$ cat config.mk
export PLATFORM = sky130hd
export DESIGN_NAME = logic_rotate_irq_mask_decode
export DESIGN_NICKNAME = d
export VERILOG_FILES = /design/src/rtl/cpu_core_pkg.sv /design/src/rtl/irq_ctrl_if.sv /design/src/rtl/irq_mask_unit.sv /design/src/rtl/logic_rotate_irq_mask_decode.sv
export SDC_FILE = /design/constraint.sdc
export NUM_CORES = 1
export LEC_CHECK = 0
export ABC_AREA = 1
export BUFFER_PORTS_ARGS = -buffer_cell sky130_fd_sc_hd__buf_4
export CAP_MARGIN = 10
export CORE_ASPECT_RATIO = 0.9
export CORE_MARGIN = 4
export CORE_UTILIZATION = 30
export CTS_BUF_LIST = sky130_fd_sc_hd__clkbuf_16
export DETAILED_ROUTE_END_ITERATION = 8
export PLACE_DENSITY = 0.58
export SYNTH_ARGS = -nofsm -noshare
export SYNTH_HDL_FRONTEND = slang
export SYNTH_SLANG_ARGS = --single-unit
$ cat constraint.sdc
create_clock -name mclk -period 8.18 [get_ports mclk]
set_input_delay 1.636 -clock mclk [delete_from_list [all_inputs] [get_ports mclk]]
set_output_delay 1.636 -clock mclk [all_outputs]
set_load 0.02 [all_outputs]
$ cat src/rtl/cpu_core_pkg.sv
// Constants for the logical, rotate, control and interrupt-mask decode core
package cpu_core_pkg;
  // Fixed opcodes
  localparam logic [7:0] IDLE_OP              = 8'h00;
  localparam logic [7:0] HALT_OP              = 8'h76;
  localparam logic [7:0] ROT_LEFT_OP          = 8'h07;
  localparam logic [7:0] ROT_RIGHT_OP         = 8'h0F;
  localparam logic [7:0] ROT_LEFT_THRU_CARRY  = 8'h17;
  localparam logic [7:0] ROT_RIGHT_THRU_CARRY = 8'h1F;
  localparam logic [7:0] BCD_ADJUST_OP        = 8'h27;
  localparam logic [7:0] ACC_INVERT_OP        = 8'h2F;
  localparam logic [7:0] CARRY_SET_OP         = 8'h37;
  localparam logic [7:0] CARRY_FLIP_OP        = 8'h3F;
  localparam logic [7:0] IRQ_STATUS_READ_OP   = 8'h20;
  localparam logic [7:0] IRQ_MASK_SET_OP      = 8'h30;
  localparam logic [7:0] IRQ_ON_OP            = 8'hFB;
  localparam logic [7:0] IRQ_OFF_OP           = 8'hF3;
  // Logical group: bits 7..5 of register form and immediate form
  localparam logic [2:0] LOGIC_REG_GROUP      = 3'h5;
  localparam logic [2:0] LOGIC_IMM_GROUP      = 3'h7;
  localparam logic [1:0] ALU_AND              = 2'h0;
  localparam logic [1:0] ALU_XOR              = 2'h1;
  localparam logic [1:0] ALU_OR               = 2'h2;
  localparam logic [1:0] ALU_CMP              = 2'h3;
  // Register select codes
  localparam logic [2:0] SEL_B                = 3'h0;
  localparam logic [2:0] SEL_C                = 3'h1;
  localparam logic [2:0] SEL_D                = 3'h2;
  localparam logic [2:0] SEL_E                = 3'h3;
  localparam logic [2:0] SEL_H                = 3'h4;
  localparam logic [2:0] SEL_L                = 3'h5;
  localparam logic [2:0] SEL_MEM              = 3'h6;
  localparam logic [2:0] SEL_ACC              = 3'h7;
  // Instruction lengths in clock cycles and the cycle counter width
  localparam int         CYC_SHORT            = 4;
  localparam int         CYC_OPERAND          = 7;
  localparam int         CYC_HALT             = 5;
  localparam int         CNT_W                = 3;
  // Mask control word and status word fields
  localparam int         CW_EDGE_CLR          = 4;
  localparam int         CW_MASK_WE           = 3;
  localparam int         ST_PEND_TOP          = 6;
  localparam int         ST_PEND_MID          = 5;
  localparam int         ST_PEND_LOW          = 4;
  localparam int         ST_IE                = 3;
  // Reset values and decimal adjust constants
  localparam logic [2:0] MASK_RESET           = 3'h7;
  localparam logic       IE_RESET             = 1'b0;
  localparam logic [7:0] ACC_RESET            = 8'h00;
  localparam logic [7:0] BCD_SIX              = 8'h06;
  localparam logic [7:0] BCD_SIXTY            = 8'h60;
  localparam logic [7:0] BCD_MAX              = 8'h99;
  localparam logic [3:0] BCD_DIGIT_MAX        = 4'h9;

  typedef enum logic [3:0] {
    FETCH   = 4'b0001,
    OPERAND = 4'b0010,
    EXEC    = 4'b0100,
    HALTED  = 4'b1000
  } core_state_type;
endpackage

$ cat src/rtl/irq_ctrl_if.sv
// Carrier between the decode core and the interrupt mask unit
`timescale 1ns/1ps
interface irq_ctrl_if;
  logic       maskWrite;
  logic [7:0] ctrlWord;
  logic       ieSet;
  logic       ieClr;
  logic [7:0] statusWord;
  logic       wake;
  modport core (output maskWrite, output ctrlWord, output ieSet, output ieClr,
                input statusWord, input wake);
  modport unit (input maskWrite, input ctrlWord, input ieSet, input ieClr,
                output statusWord, output wake);
endinterface

$ cat src/rtl/irq_mask_unit.sv
// Interrupt masks, edge latch, enable flag and status word
`timescale 1ns/1ps
module irq_mask_unit (
  // Clock and reset
  input  wire logic   mclk,
  input  wire logic   nrst,
  // Request lines
  input  wire logic   topIrq,
  input  wire logic   midIrq,
  input  wire logic   lowIrq,
  // Core side
  irq_ctrl_if.unit    bus
);
  logic [2:0] masks;
  logic       ieFlag;
  logic       topPrev;
  logic       topLatch;
  logic       wakeReg;
  logic       edgeClr;

  assign edgeClr = bus.maskWrite & bus.ctrlWord[cpu_core_pkg::CW_EDGE_CLR];

  always_ff @(posedge mclk) begin
    if (!nrst) begin
      masks <= cpu_core_pkg::MASK_RESET;
    end else if (bus.maskWrite && bus.ctrlWord[cpu_core_pkg::CW_MASK_WE]) begin
      masks <= bus.ctrlWord[2:0];  // [RULE9] [RULE10]
    end
  end

  // A new edge in the clearing cycle survives
  always_ff @(posedge mclk) begin
    if (!nrst) begin
      topPrev  <= 1'b0;
      topLatch <= 1'b0;
    end else begin
      topPrev  <= topIrq;
      topLatch <= (topIrq & ~topPrev) | (topLatch & ~edgeClr);  // [RULE8]
    end
  end

  always_ff @(posedge mclk) begin
    if (!nrst) begin
      ieFlag <= cpu_core_pkg::IE_RESET;
    end else if (bus.ieSet) begin
      ieFlag <= 1'b1;  // [RULE6]
    end else if (bus.ieClr) begin
      ieFlag <= 1'b0;  // [RULE6]
    end
  end

  always_ff @(posedge mclk) begin
    if (!nrst) begin
      wakeReg <= 1'b0;
    end else begin
      wakeReg <= ieFlag & |({topLatch, midIrq, lowIrq} & ~masks);
    end
  end

  always_comb begin
    bus.statusWord = 8'h00;
    bus.statusWord[cpu_core_pkg::ST_PEND_TOP] = topLatch;  // [RULE12]
    bus.statusWord[cpu_core_pkg::ST_PEND_MID] = midIrq;    // [RULE12]
    bus.statusWord[cpu_core_pkg::ST_PEND_LOW] = lowIrq;    // [RULE12]
    bus.statusWord[cpu_core_pkg::ST_IE]       = ieFlag;    // [RULE6]
    bus.statusWord[2:0]                       = masks;     // [RULE13]
  end

  assign bus.wake = wakeReg;
endmodule  // irq_mask_unit

$ cat src/rtl/logic_rotate_irq_mask_decode.sv
// Decode and execute core for logical, rotate, special and control opcodes
//
// What this block does
// RULE1 - Register AND/XOR/OR/compare as 10100sss..10111sss, four cycles each unless sss is 110.
// RULE2 - Source field 110 takes the operand from memory, seven cycles.
// RULE3 - Immediate AND/XOR/OR/compare opcodes take the next byte, seven cycles.
// RULE4 - Register codes: B 000 to L 101, memory 110, accumulator 111.
// RULE5 - Rotates, invert, carry set, carry flip and decimal adjust, four cycles.
// RULE6 - Enable and disable opcodes set and clear the enable flag, read back on bit 3.
// RULE7 - Mask-set takes four cycles and uses the accumulator as control word.
// RULE8 - Mask-set with bit 4 high clears the top interrupt edge latch.
// RULE9 - Masks load from bits 2..0 only when bit 3 enables the write.
// RULE10 - Written ones mask top, middle and low interrupts; zeros unmask.
// RULE11 - Status-read takes four cycles and loads the status word to accumulator.
// RULE12 - Status bits 6, 5, 4 show top, middle, low interrupts pending.
// RULE13 - Status bits 2, 1, 0 show the current masks.
// RULE14 - Outside holds reset low until the oscillator is stable.
// RULE15 - Outside ignores outputs until the first reset has been applied.
// RULE16 - Opcode 00 idles four cycles; halt takes five, then waits for interrupt.
`timescale 1ns/1ps
module logic_rotate_irq_mask_decode (
  // Clock and reset
  input  wire logic        mclk,
  input  wire logic        nrst,
  // Program memory
  output logic             memReq,
  output logic             memOperand,
  output logic [15:0]      memAddr,
  input  wire logic [7:0]  memData,
  input  wire logic        memValid,
  // Register preload
  input  wire logic        regWe,
  input  wire logic [2:0]  regSel,
  input  wire logic [7:0]  regData,
  // Interrupt request lines
  input  wire logic        topIrq,
  input  wire logic        midIrq,
  input  wire logic        lowIrq,
  // Processor state
  output logic [7:0]       acc,
  output logic             carry,
  output logic             auxCarry,
  output logic             zero,
  output logic             sign,
  output logic             parity,
  output logic             halted,
  output logic             instrDone,
  output logic             badOpcode,
  output logic             irqRequest
);
  cpu_core_pkg::core_state_type           state;
  cpu_core_pkg::core_state_type           next_state;
  logic [cpu_core_pkg::CNT_W-1:0]         cnt;
  logic [7:0]                             opcode;
  logic [7:0]                             operand;
  logic [7:0]                             regFile [6];
  logic                                   finish;
  logic                                   fetchTake;
  logic [7:0]                             srcVal;
  logic [7:0]                             next_acc;
  logic                                   next_carry;
  logic                                   next_aux;
  logic                                   updSzp;
  logic [7:0]                             szpVal;
  logic [8:0]                             diff;
  logic [7:0]                             corr;
  irq_ctrl_if                             irqBus ();

  function automatic logic isLogicReg(input logic [7:0] op);
    return op[7:5] == cpu_core_pkg::LOGIC_REG_GROUP;  // [RULE1]
  endfunction

  function automatic logic isLogicImm(input logic [7:0] op);
    return op[7:5] == cpu_core_pkg::LOGIC_IMM_GROUP && op[2:0] == cpu_core_pkg::SEL_MEM;  // [RULE3]
  endfunction

  function automatic logic needsOperand(input logic [7:0] op);
    return isLogicImm(op) || (isLogicReg(op) && op[2:0] == cpu_core_pkg::SEL_MEM);  // [RULE2]
  endfunction

  // Count hits zero in the last cycle; opcode cycle and last cycle both included
  function automatic logic [cpu_core_pkg::CNT_W-1:0] cycLoad(input logic [7:0] op);
    if (needsOperand(op)) begin
      return cpu_core_pkg::CNT_W'(cpu_core_pkg::CYC_OPERAND - 2);  // [RULE2] [RULE3]
    end else if (op == cpu_core_pkg::HALT_OP) begin
      return cpu_core_pkg::CNT_W'(cpu_core_pkg::CYC_HALT - 2);  // [RULE16]
    end
    return cpu_core_pkg::CNT_W'(cpu_core_pkg::CYC_SHORT - 2);  // [RULE1] [RULE5] [RULE16]
  endfunction

  function automatic logic isKnown(input logic [7:0] op);
    unique case (op)
      cpu_core_pkg::IDLE_OP, cpu_core_pkg::HALT_OP, cpu_core_pkg::ROT_LEFT_OP,
      cpu_core_pkg::ROT_RIGHT_OP, cpu_core_pkg::ROT_LEFT_THRU_CARRY,
      cpu_core_pkg::ROT_RIGHT_THRU_CARRY, cpu_core_pkg::BCD_ADJUST_OP,
      cpu_core_pkg::ACC_INVERT_OP, cpu_core_pkg::CARRY_SET_OP, cpu_core_pkg::CARRY_FLIP_OP,
      cpu_core_pkg::IRQ_STATUS_READ_OP, cpu_core_pkg::IRQ_MASK_SET_OP,
      cpu_core_pkg::IRQ_ON_OP, cpu_core_pkg::IRQ_OFF_OP: return 1'b1;
      default: return isLogicReg(op) || isLogicImm(op);
    endcase
  endfunction

  assign fetchTake = state == cpu_core_pkg::FETCH && memValid;
  assign finish    = state == cpu_core_pkg::EXEC && cnt == '0;

  always_comb begin
    next_state = state;
    unique case (state)
      cpu_core_pkg::FETCH: begin
        if (memValid) begin
          next_state = needsOperand(memData) ? cpu_core_pkg::OPERAND : cpu_core_pkg::EXEC;
        end
      end
      cpu_core_pkg::OPERAND: begin
        if (memValid) begin
          next_state = cpu_core_pkg::EXEC;
        end
      end
      cpu_core_pkg::EXEC: begin
        if (cnt == '0) begin
          next_state = opcode == cpu_core_pkg::HALT_OP ? cpu_core_pkg::HALTED  // [RULE16]
                                                       : cpu_core_pkg::FETCH;
        end
      end
      cpu_core_pkg::HALTED: begin
        if (irqBus.wake) begin
          next_state = cpu_core_pkg::FETCH;  // [RULE16]
        end
      end
      default: next_state = cpu_core_pkg::FETCH;
    endcase
  end

  // Sequencer; a slow operand stretches the instruction past its nominal length
  always_ff @(posedge mclk) begin
    if (!nrst) begin
      state      <= cpu_core_pkg::FETCH;
      cnt        <= '0;
      opcode     <= cpu_core_pkg::IDLE_OP;
      operand    <= 8'h00;
      memReq     <= 1'b1;
      memOperand <= 1'b0;
      memAddr    <= 16'h0000;
      halted     <= 1'b0;
    end else begin
      state      <= next_state;
      memReq     <= next_state == cpu_core_pkg::FETCH || next_state == cpu_core_pkg::OPERAND;
      memOperand <= next_state == cpu_core_pkg::OPERAND;
      halted     <= next_state == cpu_core_pkg::HALTED;
      if (fetchTake) begin
        opcode  <= memData;
        cnt     <= cycLoad(memData);
        memAddr <= isLogicReg(memData) ? {regFile[cpu_core_pkg::SEL_H],
                                          regFile[cpu_core_pkg::SEL_L]} : 16'h0000;  // [RULE2]
      end else if (cnt != '0 && (state != cpu_core_pkg::OPERAND || memValid)) begin
        cnt <= cnt - 1'b1;
      end
      if (state == cpu_core_pkg::OPERAND && memValid) begin
        operand <= memData;
      end
    end
  end

  always_comb begin
    unique case (opcode[2:0])  // [RULE4]
      cpu_core_pkg::SEL_ACC: srcVal = acc;
      cpu_core_pkg::SEL_MEM: srcVal = operand;
      default:               srcVal = regFile[opcode[2:0]];
    endcase
    if (isLogicImm(opcode)) begin
      srcVal = operand;
    end
  end

  always_comb begin
    next_acc   = acc;
    next_carry = carry;
    next_aux   = auxCarry;
    updSzp     = 1'b0;
    szpVal     = acc;
    diff       = {1'b0, acc} - {1'b0, srcVal};
    corr       = 8'h00;
    if (isLogicReg(opcode) || isLogicImm(opcode)) begin
      updSzp = 1'b1;
      unique case (opcode[4:3])  // [RULE1] [RULE3]
        cpu_core_pkg::ALU_AND: begin
          next_acc = acc & srcVal;
          next_carry = 1'b0;
          next_aux = 1'b1;
        end
        cpu_core_pkg::ALU_XOR: begin
          next_acc = acc ^ srcVal;
          next_carry = 1'b0;
          next_aux = 1'b0;
        end
        cpu_core_pkg::ALU_OR: begin
          next_acc = acc | srcVal;
          next_carry = 1'b0;
          next_aux = 1'b0;
        end
        cpu_core_pkg::ALU_CMP: begin
          next_carry = diff[8];
          next_aux = acc[3:0] < srcVal[3:0];
        end
      endcase
      szpVal = opcode[4:3] == cpu_core_pkg::ALU_CMP ? diff[7:0] : next_acc;
    end else begin
      case (opcode)  // [RULE5]
        cpu_core_pkg::ROT_LEFT_OP: {next_carry, next_acc} = {acc[7], acc[6:0], acc[7]};
        cpu_core_pkg::ROT_RIGHT_OP: {next_carry, next_acc} = {acc[0], acc[0], acc[7:1]};
        cpu_core_pkg::ROT_LEFT_THRU_CARRY: {next_carry, next_acc} = {acc, carry};
        cpu_core_pkg::ROT_RIGHT_THRU_CARRY: {next_acc, next_carry} = {carry, acc};
        cpu_core_pkg::ACC_INVERT_OP: next_acc = ~acc;
        cpu_core_pkg::CARRY_SET_OP: next_carry = 1'b1;
        cpu_core_pkg::CARRY_FLIP_OP: next_carry = ~carry;
        cpu_core_pkg::BCD_ADJUST_OP: begin
          if (acc[3:0] > cpu_core_pkg::BCD_DIGIT_MAX || auxCarry) begin
            corr = cpu_core_pkg::BCD_SIX;
          end
          if (acc > cpu_core_pkg::BCD_MAX || carry) begin
            corr = corr | cpu_core_pkg::BCD_SIXTY;
            next_carry = 1'b1;
          end
          next_acc = acc + corr;
          next_aux = ({1'b0, acc[3:0]} + {1'b0, corr[3:0]}) > 5'h0F;
          updSzp = 1'b1;
          szpVal = next_acc;
        end
        cpu_core_pkg::IRQ_STATUS_READ_OP: next_acc = irqBus.statusWord;  // [RULE11]
        default: next_acc = acc;
      endcase
    end
  end

  assign irqBus.maskWrite = finish && opcode == cpu_core_pkg::IRQ_MASK_SET_OP;  // [RULE7]
  assign irqBus.ctrlWord  = acc;  // [RULE7]
  assign irqBus.ieSet     = finish && opcode == cpu_core_pkg::IRQ_ON_OP;  // [RULE6]
  assign irqBus.ieClr     = finish && opcode == cpu_core_pkg::IRQ_OFF_OP;  // [RULE6]

  // Preload is overridden by any finishing instruction, since each one writes the accumulator
  always_ff @(posedge mclk) begin
    if (!nrst) begin
      acc      <= cpu_core_pkg::ACC_RESET;
      carry    <= 1'b0;
      auxCarry <= 1'b0;
      zero     <= 1'b0;
      sign     <= 1'b0;
      parity   <= 1'b0;
    end else begin
      if (regWe && regSel == cpu_core_pkg::SEL_ACC) begin
        acc <= regData;
      end
      if (finish) begin
        acc      <= next_acc;
        carry    <= next_carry;
        auxCarry <= next_aux;
        if (updSzp) begin
          zero   <= szpVal == 8'h00;
          sign   <= szpVal[7];
          parity <= ~^szpVal;
        end
      end
    end
  end

  always_ff @(posedge mclk) begin
    if (!nrst) begin
      regFile <= '{default: 8'h00};
    end else if (regWe && regSel < cpu_core_pkg::SEL_MEM) begin
      regFile[regSel] <= regData;  // [RULE4]
    end
  end

  always_ff @(posedge mclk) begin
    if (!nrst) begin
      instrDone  <= 1'b0;
      badOpcode  <= 1'b0;
      irqRequest <= 1'b0;
    end else begin
      instrDone  <= finish;
      badOpcode  <= finish && !isKnown(opcode);
      irqRequest <= irqBus.wake;
    end
  end

  irq_mask_unit irqUnit (
    .mclk   (mclk),
    .nrst   (nrst),
    .topIrq (topIrq),
    .midIrq (midIrq),
    .lowIrq (lowIrq),
    .bus    (irqBus.unit)
  );
endmodule  // logic_rotate_irq_mask_decode
* After elaboration in Yosys (flattened, before gate mapping)
Cells that the tools add are included.
** Cells by class
- Reductions and logical operators :: 43
- Order comparisons :: 8
- Equal/unequal tests :: 35
- $add $sub $neg :: 4
- Bitwise gates (word level) :: 16
- Mux-type cells :: 50
** Operators with widths (count)
- two-way mux 8 bit :: 12
- one-hot mux 8 bit (7 select lines) :: 1
- bitwise mux 48 bit :: 1
- equality test 8 x 6 -> 1 bit (second input constant) :: 6
- binary-select mux 8 bit (select 3 bit) :: 1
- demux 8 bit (select 3 bit) :: 1
- equality test 3 bit (second input constant) :: 8
- one-hot mux 8 bit (3 select lines) :: 1
- two-way mux 3 bit :: 7
- two-way mux 4 bit :: 5
- equality test 8 x 5 -> 1 bit (second input constant) :: 2
- equality test 8 x 7 -> 1 bit (second input constant) :: 2
- equality test 8 bit (second input constant) :: 2
- logical NOT 8 bit :: 2
- two-way mux 16 bit :: 1
- one-hot mux 4 bit (4 select lines) :: 1
- one-hot mux 8 bit (2 select lines) :: 1
- logical AND 1 bit :: 15
- two-way mux 1 bit :: 14
- OR reduction 14 bit :: 1
- inequality test 9 x 1 -> 1 bit (second input constant) :: 1
- subtractor 8 x 8 -> 9 bit :: 1
- adder 8 bit :: 1
- AND 8 bit :: 1
- other kinds (44) :: 68
** Storage, ports and cells
- Output and inout bits :: 35
- Input port bits :: 26
- Logic and storage cells :: 184
- Register bits after elaboration :: 113

* Logic depth before layout (Yosys ltp)
Gate-level depths: netlist of run 1.
- Depth in word-level cells :: 11
- Gate-level depth with buffers :: 26

* Hierarchy
From an unflattened synthesis of run 1, not the netlist that was laid out.
** Unflattened totals
- Cells, all modules :: 1062
- Area, all modules :: 6986.7 um2
** Modules (own cells, without submodules)
- logic_rotate_irq_mask_decode :: sequential area each 2122.0 um2, cells each 1020, area an instance 6687.7 um2, instances 1
- irq_mask_unit :: sequential area each 140.1 um2, cells each 42, area an instance 299.0 um2, instances 1

* Worst setup path after synthesis of run 1
No wires, ideal clock.
- Kind :: flip-flop to flip-flop
- Start point :: register opcode[2]
- End point :: register parity
- Cell stages (with the launch flop) :: 27
- Path slack :: 4.965 ns
- Data arrival time :: 3.096 ns
- Period minus slack after synthesis :: 3.215 ns
- Setup time :: 0.119 ns
- Path through :: dfxtp_1 > inv_2 > buf_6 > clkbuf_1 > o21ai_0 > o221ai_1 > nand2_1 > inv_1 > ha_1 > inv_1 > fa_1 > nand2_1 > nand2_1 > nand2_1 > nand2_1 > nand2_1 > nand2_1 > nand2_1 > nand2_1 > nand2_1 > nand3_1 > nand3_1 > nand2_1 > ha_1 > xor2_1 > xnor2_1 > a21oi_1
** Between the ends
- Cells in the longest elaborated chain, start to end :: 11
- Elaborated cells between the ends (all ways) :: 23
- Classes of those cells :: 1 x add/sub; 3 x eq/ne; 11 x mux; 4 x bitwise; 4 x reduce/logical
** RTL lines
- from (decl) :: RTL line logic_rotate_irq_mask_decode.sv:54 : logic [7:0] opcode;
- from (signal assigned) :: RTL line logic_rotate_irq_mask_decode.sv:139 : opcode <= cpu_core_pkg::IDLE_OP;
- from (signal assigned) :: RTL line logic_rotate_irq_mask_decode.sv:151 : opcode <= memData;
- branches (longest 11 deep; another with subtractor 8 x 8 -> 9 bit)
- to (signal assigned) :: RTL line logic_rotate_irq_mask_decode.sv:260 : parity <= ~^szpVal;
- to (decl) :: RTL line logic_rotate_irq_mask_decode.sv:45 : output logic parity,
Several ways; the timed one is not identified. The select of a mux whose other input is x is not followed.
A chain may end at the register's enable or synchronous reset.

* Worst setup path after layout of run 1
Same ends and word-level chain as after synthesis.

==> out/metrics.csv, run 1 <==
metric,value,unit
hold_depth,1,
clock_latency,0.43,ns
rsz0062_at_grt,no,
globalRouteTotalUtil,17.6,%
pin_count,61,
setup_viol,0,
worstPathRequired,8.50,ns
endpoint_kind,flip-flop,
power_frac_comb,20.5,%
status,completed,
cts_tree,built,
syn_avg_cell_area,6.56,um2
period_minus_slack,3.65,ns
ys.warnings.count,0,
path_max_fanout,29,
overflow,0,
grt_pass1_vias,6602,
yosys.area_share.simple,29.9,%
place.gp.congestion,0.901,
p_int,1.12,mW
cts.clk_slew.worst_paths,0.06,ns
die_h,152,um
skew,0.00719,ns
syn-cell-area,6910,um2
utilization,36.1,%
nFillCells,2401,
drive_above_1_share,11.6,%
dieArea,25500,um2
drv_cap,0,
synth_xor_xnor_area_share,0.507,%
routed_wl,22900,um
syn2layout_area_growth,17.9,%
nNetsFinal,1158,
seq_power_share,35.5,%
arrival,3.97,ns
ir_drop,89.3,uV
fp.dieW,168,um
rows,52,
switching_share,34.1,%
min_period_over_period,44.6,%
cts_made_buffers,17,
start_util,30.6,%
cts_buffer_depth,2,
power.share.clock,44.0,%
multiInputGateArea,4040,um2
ys_ff_latch,113,
grt_pass1_wl,36600,um
synth_top_family_by_area,simple AND/OR/NAND/NOR gates,
muxShareOfSynthArea,0,%
area.sequential,2260,um2
final_cells,1402,
antenna_left,0,
dpl.hpwl,16700,um
cts_hold_buf,0,
htreeDepth,4,
vias_per_cell,5.08,
synth_cells,1053,
syn-num-nets,1119,
post-cts-setup-buffers,0,
hold_viol,0,
placed_cells,1370,
diodes,0,
fin_setup_tns,0,ns
synth_compound_area_share,20.5,%
wl_per_cell,16.3,um
critPathLaunchType,flip-flop,
switching_power,0.582,mW
dr.pass1.iters,6,
drc_errors,0,
hold_path.class,reg -> reg,
io_buffers,60,
core_area,22600,um2
critPathKind,reg -> reg,
max-slew-margin-rel,40.2,%
tightestPinTransition,0.890,ns
routed-via-count,7125,
cts_resized,0,
power.total,1.70,mW
root_buffer,clkbuf_16,
finalMaxSlewViolations,0,
fmaxAchievable,274,MHz
grt_antenna_before_repair,0,
drt_iter0_drc,621,
ys_types,39,
cts_sinks,113,
synthAdderAreaFrac,7.46,%
yosysSeqAreaShare,32.7,%
p_per_area,209,nW/um2
ff2ff_path_depth,24,
grt_start_max_net_pins,88,
p_leak,3.63,nW
[cell usage after synthesis]
master / number / area [um2]
o21bai_1: 2 / 15.0
a21oi_1: 87 / 435
buf_2: 8 / 40.0
nor2_4: 5 / 56.3
a21oi_4: 1 / 16.3
o2111ai_1: 1 / 8.76
nor2_1: 188 / 706
nand3_1: 77 / 385
o31ai_1: 2 / 15.0
ha_1: 38 / 475
o21ai_1: 1 / 5.00
a21oi_2: 1 / 8.76
nor3_1: 6 / 30.0
a31oi_1: 5 / 31.3
buf_1: 6 / 22.5
clkbuf_1: 25 / 93.8
o211ai_1: 21 / 158
nand2_2: 5 / 31.3
or2_2: 2 / 12.5
nand2_1: 185 / 694
nand3b_1: 1 / 7.51
nor4_1: 1 / 6.26
xor2_1: 2 / 17.5
o21ai_0: 124 / 621
nand4_1: 11 / 68.8
a221o_1: 1 / 10.0
dfxtp_1: 113 / 2260
nand3_2: 4 / 40.0
fa_1: 2 / 40.0
o221ai_1: 9 / 78.8
inv_2: 8 / 30.0
buf_6: 3 / 33.8
clkinv_1: 2 / 7.51
nor3_2: 1 / 10.0
inv_1: 94 / 353
xnor2_1: 2 / 17.5
a22oi_1: 2 / 15.0
nor2_2: 3 / 18.8
buf_4: 4 / 30.0
[cells in the final DEF (no fill, tap or decap), types with 2 or more instances in the layout]
cell          n
a21oi_1      87
a22oi_1       2
a31oi_1       5
buf_4        66
clkbuf_16    17
clkinv_1      2
clkinvlp_4    2
dfxtp_1     113
fa_1          2
ha_1         38
inv_1        94
inv_2         8
inv_6         6
inv_8         5
nand2_1     185
nand2_2       5
nand3_1      77
nand3_2       4
nand4_1      11
nor2_1      188
nor2_2        3
nor2_4        5
nor3_1        6
o211ai_1     21
o21ai_0     124
o21bai_1      2
o221ai_1      9
o31ai_1       2
or2_2         2
xnor2_1       2
xor2_1        2
[power by group through the flow]
stage | sequential [mW] | combinational (mW) | clock [mW]
after floorplan | 0.608 | 0.252 | 0
after global placement | 0.617 | 0.346 | 0
after detailed placement | 0.617 | 0.346 | 0
after CTS | 0.605 | 0.348 | 0.759
after global routing | 0.609 | 0.397 | 0.785
final | 0.606 | 0.349 | 0.750
[final timing paths]
kind                            slack [ns]               end            start
worst max register to register        4.53            parity        opcode[2]
worst min-delay path                  0.42  irqUnit.topLatch  irqUnit.topPrev
worst min register to register        0.42  irqUnit.topLatch  irqUnit.topPrev
worst max-delay path                  4.53            parity        opcode[2]
[layout make-up]
type | count | share of cell area [%]
clock buffer | 17 | 5.22
clock inverter | 15 | 2.00
inverter | 104 | 4.79
multi-input combinational | 790 | 49.6
sequential | 113 | 27.8
tap | 297 | 4.56
timing repair buffer | 66 | 6.08
[per-layer routing]
layer	GRT usage, %	wire [um]	up-vias
li1	-	-	3570
met4	4.87	351	0
met2	26.0	9860	206
met3	3.20	1160	30
met5	0	0	-
met1	26.2	11500	3319
[metrics by stage]
| step | hold WS, ns | area [um2] | setup WS (ns) |
|---|---|---|---|
| 2_1_floorplan | 0.399 | 6910 | 4.96 |
| 4_1_cts | 0.429 | 8140 | 4.53 |
| 3_3_place_gp | 0.417 | 7550 | 4.60 |
| 3_5_place_dp | 0.426 | 7550 | 4.56 |
| 6_report | 0.425 | 8140 | 4.53 |
| 5_1_grt | 0.483 | 8140 | 4.12 |
[cells by family (layout without fill, tap and decap cells)]
kind of cell,count (synthesis),count (layout)
and+or+nand+nor,489,489
xor gates and xnor gates,4,4
DFF,113,113
buffers and inverters,150,202
adders and majority gates,40,40
AOI/OAI and AO/OA,257,257
[state kept, by name, summed over array words and instances, names as in the netlist, 3 cells and up]
name and flops:
acc 8, cnt 3, irqUnit.masks 3, memAddr 16, opcode 8, operand 8
regFile 48, state 4
[critical path, stage by stage (launching register included)]
cell and delay (ns):
dfxtp_1 0.43, inv_2 0.41, o21ai_0 0.17, o221ai_1 0.23, nand2_1 0.11, inv_1 0.09, ha_1 0.17, inv_1 0.07
fa_1 0.40, nand2_1 0.09, nand2_1 0.05, nand2_1 0.07, nand2_1 0.08, nand2_1 0.08, nand2_1 0.05, nand2_1 0.07
nand2_1 0.05, nand2_1 0.05, nand3_1 0.06, nand3_1 0.10, nand2_1 0.05, ha_1 0.28, xor2_1 0.19, xnor2_1 0.14
a21oi_1 0.08
No activity file was read; power rests on OpenSTA's default activity.
==> run 2: changes to the inputs <==
- ABC_AREA: 1 -> 0
- PLACE_DENSITY: 0.58 -> 0.59
- clock period: 8.18 -> 2.96 ns (I/O delays scaled with it)
==> out/metrics.csv, run 2 <==
metric,value,unit,change
status,"complete, but fails checks",,
violations,setup timing,,
crit_chain,"mux4_2, mux2_4, inv_2, ha_4, nand2b_1, a31oi_4, o31a_1, o311ai_2, nor2b_2, nand3_1, ha_1, xnor2_2, xnor2_1, o21ai_1, and2_1",,
synthAdderAreaFrac,7.42,%,-0.046 points
rsz0062_at_grt,yes,,
path_max_fanout,7,,-76%
ys_ff_latch,113,,unchanged
yosys.area_share.simple,22.3,%,-7.7 points
ys_types,68,,+74%
grt_pass1_vias,6267,,-5.1%
setup_viol,2,,+2
rows,52,,unchanged
synth_edf_count,0,,unchanged
synth_compound_area_share,21.8,%,+1.3 points
cts_hold_buf,0,,unchanged
core_area,22600,um2,+0.29%
cts.clk_slew.worst_paths,0.06,ns,about the same
syn2layout_area_growth,33.9,%,
worstPathRequired,3.27,ns,-5.23 ns
dieArea,25700,um2,+0.59%
fin_hold_ws,0.396,ns,-0.0284 ns
tightestPinTransition,0.899,ns,+0.00939 ns
endpoint_kind,flip-flop,,
globalRouteTotalUtil,17.3,%,-0.30 points
cp_slowest_cell,mux4_2,,
yosysTopAreaCellShare,32.5,%,-0.20 points
synth_xor_xnor_area_share,1.76,%,+1.3 points
hold_path.class,in -> reg,,
fp.dieW,168,um,+0.29%
dpl.hpwl,17000,um,+1.6%
syn_avg_cell_area,8.43,um2,+29%
ys.warnings.count,0,,unchanged
largest_reg_flops,48,,unchanged
htreeDepth,4,,unchanged
synth_top_cell_by_area,dfxtp_1,,
synth_top_family_by_area,simple AND/OR/NAND/NOR gates,,
skew,0.0155,ns,+0.00830 ns
area.sequential,2270,um2,+0.39%
hold_viol,0,,unchanged
min_period_over_period,119,%,+74 points
largestRegisters,"regFile x48, memAddr x16",,
period_minus_slack,3.52,ns,-0.135 ns
start_util,30.7,%,+0.10 points
max-slew-margin-rel,39.6,%,-0.58 points
wl_per_cell,17.7,um,+8.6%
cts_tree,built,,
critPathLaunchType,flip-flop,,
die_h,152,um,+0.29%
multiInputGateArea,4550,um2,+13%
grt_start_max_net_pins,49,,-44%
grt_antenna_before_repair,0,,unchanged
overflow,0,,unchanged
fmaxAchievable,284,MHz,+3.8%
ys_top_cells_by_area,"dfxtp_1, nand2_1, a21boi_0",,
yosysSeqAreaShare,32.5,%,-0.20 points
max_stage_delay,0.52,ns,+0.09 ns
fin_area,9310,um2,+14%
drc_errors,0,,unchanged
syn-cell-area,6950,um2,+0.62%
critPathKind,reg -> reg,,
synthFlopType,dfxtp_1,,
synth_common_cells,"nand2_1, dfxtp_1, a21boi_0",,
post_dp_cell_area,8480,um2,+12%
cts_made_buffers,17,,unchanged
routed-via-count,6585,,-7.6%
drive_above_1_share,28.4,%,+17 points
muxShareOfSynthArea,9.22,%,+9.2 points
ir_drop,281,uV,+210%
root_buffer,clkbuf_16,,
synth_most_common_cell,nand2_1,,
cts_buffer_depth,2,,unchanged
diodes,0,,unchanged
clock_latency,0.42,ns,about the same
routed_wl,22600,um,-1.2%
nNetsFinal,1031,,-11%
synth_cells,824,,-22%
layout_common_cells,"buf_4, nand2_1, dfxtp_1, a21boi_0, nand3_1",,
p_leak,3.57,nW,-1.7%
vias_per_cell,5.16,,+1.6%
finalMaxSlewViolations,0,,unchanged
cts_sinks,113,,unchanged
arrival,3.82,ns,-0.15 ns
antenna_left,0,,unchanged
p_per_area,479,nW/um2,+130%
drt_iter0_drc,640,,+3.1%
async_flop_share,0,%,unchanged
setup_slack,-0.557,ns,-5.08 ns
regMostFlops,regFile,,
drv_cap,0,,unchanged
io_buffers,60,,unchanged
grt_pass1_wl,35600,um,-2.8%
nFillCells,2257,,-6.0%
syn-num-nets,890,,-20%
pin_count,61,,unchanged
dr.pass1.iters,7,,+1
mostFrequentLayoutCell,buf_4,,
place.gp.congestion,0.921,,+2.1%
[run 2: cell types whose count changed after synthesis, moves of 31 or more]
cell / before / now
a21boi_0: 0 / 66
nand3_1: 77 / 37
o21ai_0: 124 / 35
nor2b_1: 0 / 31
inv_1: 94 / 32
nand2_1: 185 / 148
nor2_1: 188 / 31
a21oi_1: 87 / 27
[run 2: cell families after synthesis]
family,Yosys count
and+or+nand+nor,312
AOI/OAI and AO/OA,216
adders and majority gates,40
xor gates and xnor gates,14
muxes,43
DFF,113
buffers and inverters,86
[run 2: timing repair]
item / in CTS / in global routing
endpoints found under the setup margin: 8 / 8
buffers inserted: 2 / 2
gates cloned: 1 / 0
gates resized for setup: 10 / 23
pin swaps: 11 / 6
[run 2: area by class of cell]
type                            count  area share, %
Clock buffer                       17           4.57
Sequential cell                   113           24.4
Tap cell                          297           3.99
Multi-Input combinational cell    625           48.8
Timing Repair Buffer              176           15.0
Inverter                           32           1.34
Clock inverter                     15           1.86
[run 2: path summary, 6_finish.rpt]
| kind | start | to | slack [ns] | depth (start not counted) |
|---|---|---|---|---|
| max reg2reg | opcode[2] | parity | -0.56 | 15 |
| min reg2reg | irqUnit.ieFlag | irqUnit.bus.wake | 0.45 | 2 |
| min | topIrq | irqUnit.topPrev | 0.40 | 2 |
| max | opcode[2] | parity | -0.56 | 15 |
[run 2: critical path: cells and delay by family (launching register included)]
kind	cells	cell delay (ns)
and+or+nand+nor	4	0.58
buffers and inverters	1	0.08
muxes	2	0.81
adders and majority gates	2	0.45
DFF	1	0.42
AOI/OAI and AO/OA	4	0.78
xor gates and xnor gates	2	0.29
[run 2: per-layer routing]
layer,vias up,share of wire [%],GRT usage (%),routed length (um)
li1,3237,-,-,-
met1,3095,47,24.5,10600
met2,228,45,26.4,10100
met3,25,6.8,3.94,1530
met4,0,1.9,4.98,436
met5,-,0,0,0
[run 2: where the power goes]
part | switching [mW] | internal [mW] | leakage (nW)
sequential | 0.0351 | 1.57 | 0.917
clock | 0.822 | 1.26 | 0.289
combinational | 0.420 | 0.347 | 2.36
total | 1.28 | 3.18 | 3.57
[run 2: stage by stage]
stage | total power [mW] | util [%] | std cells | TNS, ns | setup WS (ns)
after floorplan | 2.07 | - | 824 | -0.726 | -0.546
after global placement | 2.34 | 37.5 | 1238 | -1.23 | -0.617
after detailed placement | 2.34 | 37.5 | 1238 | -1.27 | -0.620
after CTS | 4.45 | 40.6 | 1273 | -0.728 | -0.528
after global routing | 4.63 | 41.1 | 1275 | -1.29 | -0.724
final | 4.45 | 41.1 | 1275 | -0.799 | -0.557
==> run 3: changes to the inputs <==
- PLACE_DENSITY: 0.59 -> 0.58
- clock period: 2.96 -> 4.6 ns (I/O delays scaled with it)
==> out/metrics.csv, run 3 (synthesized netlist as in run 2, its figures left out) <==
metric,value,unit,change
status,completed,,
grt_antenna_before_repair,0,,unchanged
grt_start_max_net_pins,81,,+65%
rsz0062_at_grt,no,,
endpoint_kind,flip-flop,,
root_buffer,clkbuf_16,,
drt_iter0_drc,683,,+6.7%
post-cts-setup-buffers,0,,-2
placed_cells,1145,,-7.5%
worstPathRequired,4.90,ns,+1.63 ns
cts_hold_buf,0,,unchanged
drv_cap,0,,unchanged
mostFrequentLayoutCell,nand2_1,,
crit_family,multiplexers,,
grt_pass1_vias,5968,,-4.8%
cts_resized,0,,-10
dieArea,25700,um2,unchanged
routed_wl,21300,um,-5.7%
fp.dieW,168,um,unchanged
ir_drop,205,uV,-27%
crit_chain,"mux4_2, mux2_2, inv_1, ha_1, or3_1, a31oi_1, o31a_1, o311ai_0, nor2b_1, nand3_1, ha_1, xnor2_1, xnor2_1, o21ai_0, and2_1",,
arrival,4.46,ns,+0.64 ns
syn2layout_area_growth,18.7,%,
place.gp.congestion,0.897,,-2.5%
drive_above_1_share,16.6,%,-12 points
p_leak,3.02,nW,-15%
fmaxAchievable,241,MHz,-15%
path_max_fanout,10,,+3
io_buffers,60,,unchanged
dpl.hpwl,15400,um,-9.3%
period_minus_slack,4.16,ns,+0.638 ns
critPathKind,reg -> reg,,
cts_made_buffers,17,,unchanged
min_period_over_period,90.3,%,-28 points
largest_reg_flops,48,,unchanged
wl_per_cell,18.1,um,+2.3%
fin_setup_tns,0,ns,+0.799 ns
globalRouteTotalUtil,16.5,%,-0.84 points
hold_path.class,reg -> reg,,
cts_sinks,113,,unchanged
cp_slowest_cell,dfxtp_1,,
regToRegSetupSlack,0.44,ns,+1.00 ns
cts_buffer_depth,2,,unchanged
p_per_area,328,nW/um2,-32%
antenna_left,0,,unchanged
hold_viol,0,,unchanged
die_h,152,um,unchanged
crit_buf_inv,1,,unchanged
max-slew-margin-rel,23.6,%,-16 points
dr.pass1.iters,5,,-2
nNetsFinal,933,,-9.5%
routed-via-count,6258,,-5.0%
overflow,0,,unchanged
diodes,0,,unchanged
clock_latency,0.41,ns,about the same
cts_tree,built,,
pin_count,61,,unchanged
layout_common_cells,"nand2_1, dfxtp_1, buf_4, a21boi_0, ha_1",,
critPathLaunchType,flip-flop,,
grt_pass1_wl,34100,um,-4.2%
cts.clk_slew.worst_paths,0.06,ns,about the same
rows,52,,unchanged
skew,0.0115,ns,-0.00404 ns
max_stage_delay,0.65,ns,+0.13 ns
start_util,30.7,%,unchanged
core_area,22600,um2,unchanged
regMostFlops,regFile,,
power.total,2.70,mW,-39%
vias_per_cell,5.32,,+3.0%
finalMaxSlewViolations,0,,unchanged
nFillCells,2339,,+3.6%
tightestPinTransition,1.14,ns,+0.243 ns
fin_hold_ws,0.441,ns,+0.0452 ns
htreeDepth,4,,unchanged
final_cells,1176,,-7.8%
drc_errors,0,,unchanged
setup_viol,0,,-2
largestRegisters,"regFile x48, memAddr x16",,
[run 3: cell count changes in the layout (fill, tap and decap cells not counted), sizes merged]
cell	previous run	this run
clkinvlp	2	1
inv	38	35
buf	175	78
bufbuf	1	0
clkinv	5	8
[run 3: per-layer routing]
metal | track usage (%) | routed length [um] | share of wire, % | up-vias
met4 | 4.79 | 417 | 2.0 | 0
li1 | - | - | - | 3038
met2 | 24.6 | 9270 | 43 | 213
met1 | 23.7 | 10200 | 48 | 2976
met3 | 3.81 | 1430 | 6.7 | 31
met5 | 0 | 0 | 0 | -
[run 3: layout make-up]
type                            instances  area (um2)  area share (%)
Inverter                               32         120            1.46
Sequential cell                       113        2260            27.4
Multi-Input combinational cell        625        4340            52.6
Tap cell                              297         372            4.50
Clock buffer                           17         425            5.16
Clock inverter                         14         143            1.73
Timing Repair Buffer                   78         586            7.10
[run 3: final timing paths]
kind	start	cells past startpoint	endpoint
min	irqUnit.ieFlag	2	irqUnit.bus.wake
max	opcode[2]	15	parity
max reg2reg	opcode[2]	15	parity
min reg2reg	irqUnit.ieFlag	2	irqUnit.bus.wake
[run 3: where the power goes]
group,leakage [nW],internal (mW),switching (mW),total (mW)
combinational,1.82,0.154,0.226,0.380
sequential,0.916,1.01,0.0372,1.05
clock,0.282,0.792,0.486,1.28
[run 3: worst min-delay path: stages (launching register included)]
cell     delay, ns
dfxtp_1       0.32
nand2_1       0.06
nor2_1        0.03
[run 3: per-stage QoR]
step / utilization (%) / area, um2 / setup WS [ns]
floorplan: - / 6950 / 0.740
global route: 36.4 / 8250 / 0.167
global placement: 33.9 / 7680 / 0.504
detailed placement: 33.9 / 7680 / 0.457
CTS: 36.4 / 8250 / 0.440
finish: 36.4 / 8250 / 0.445
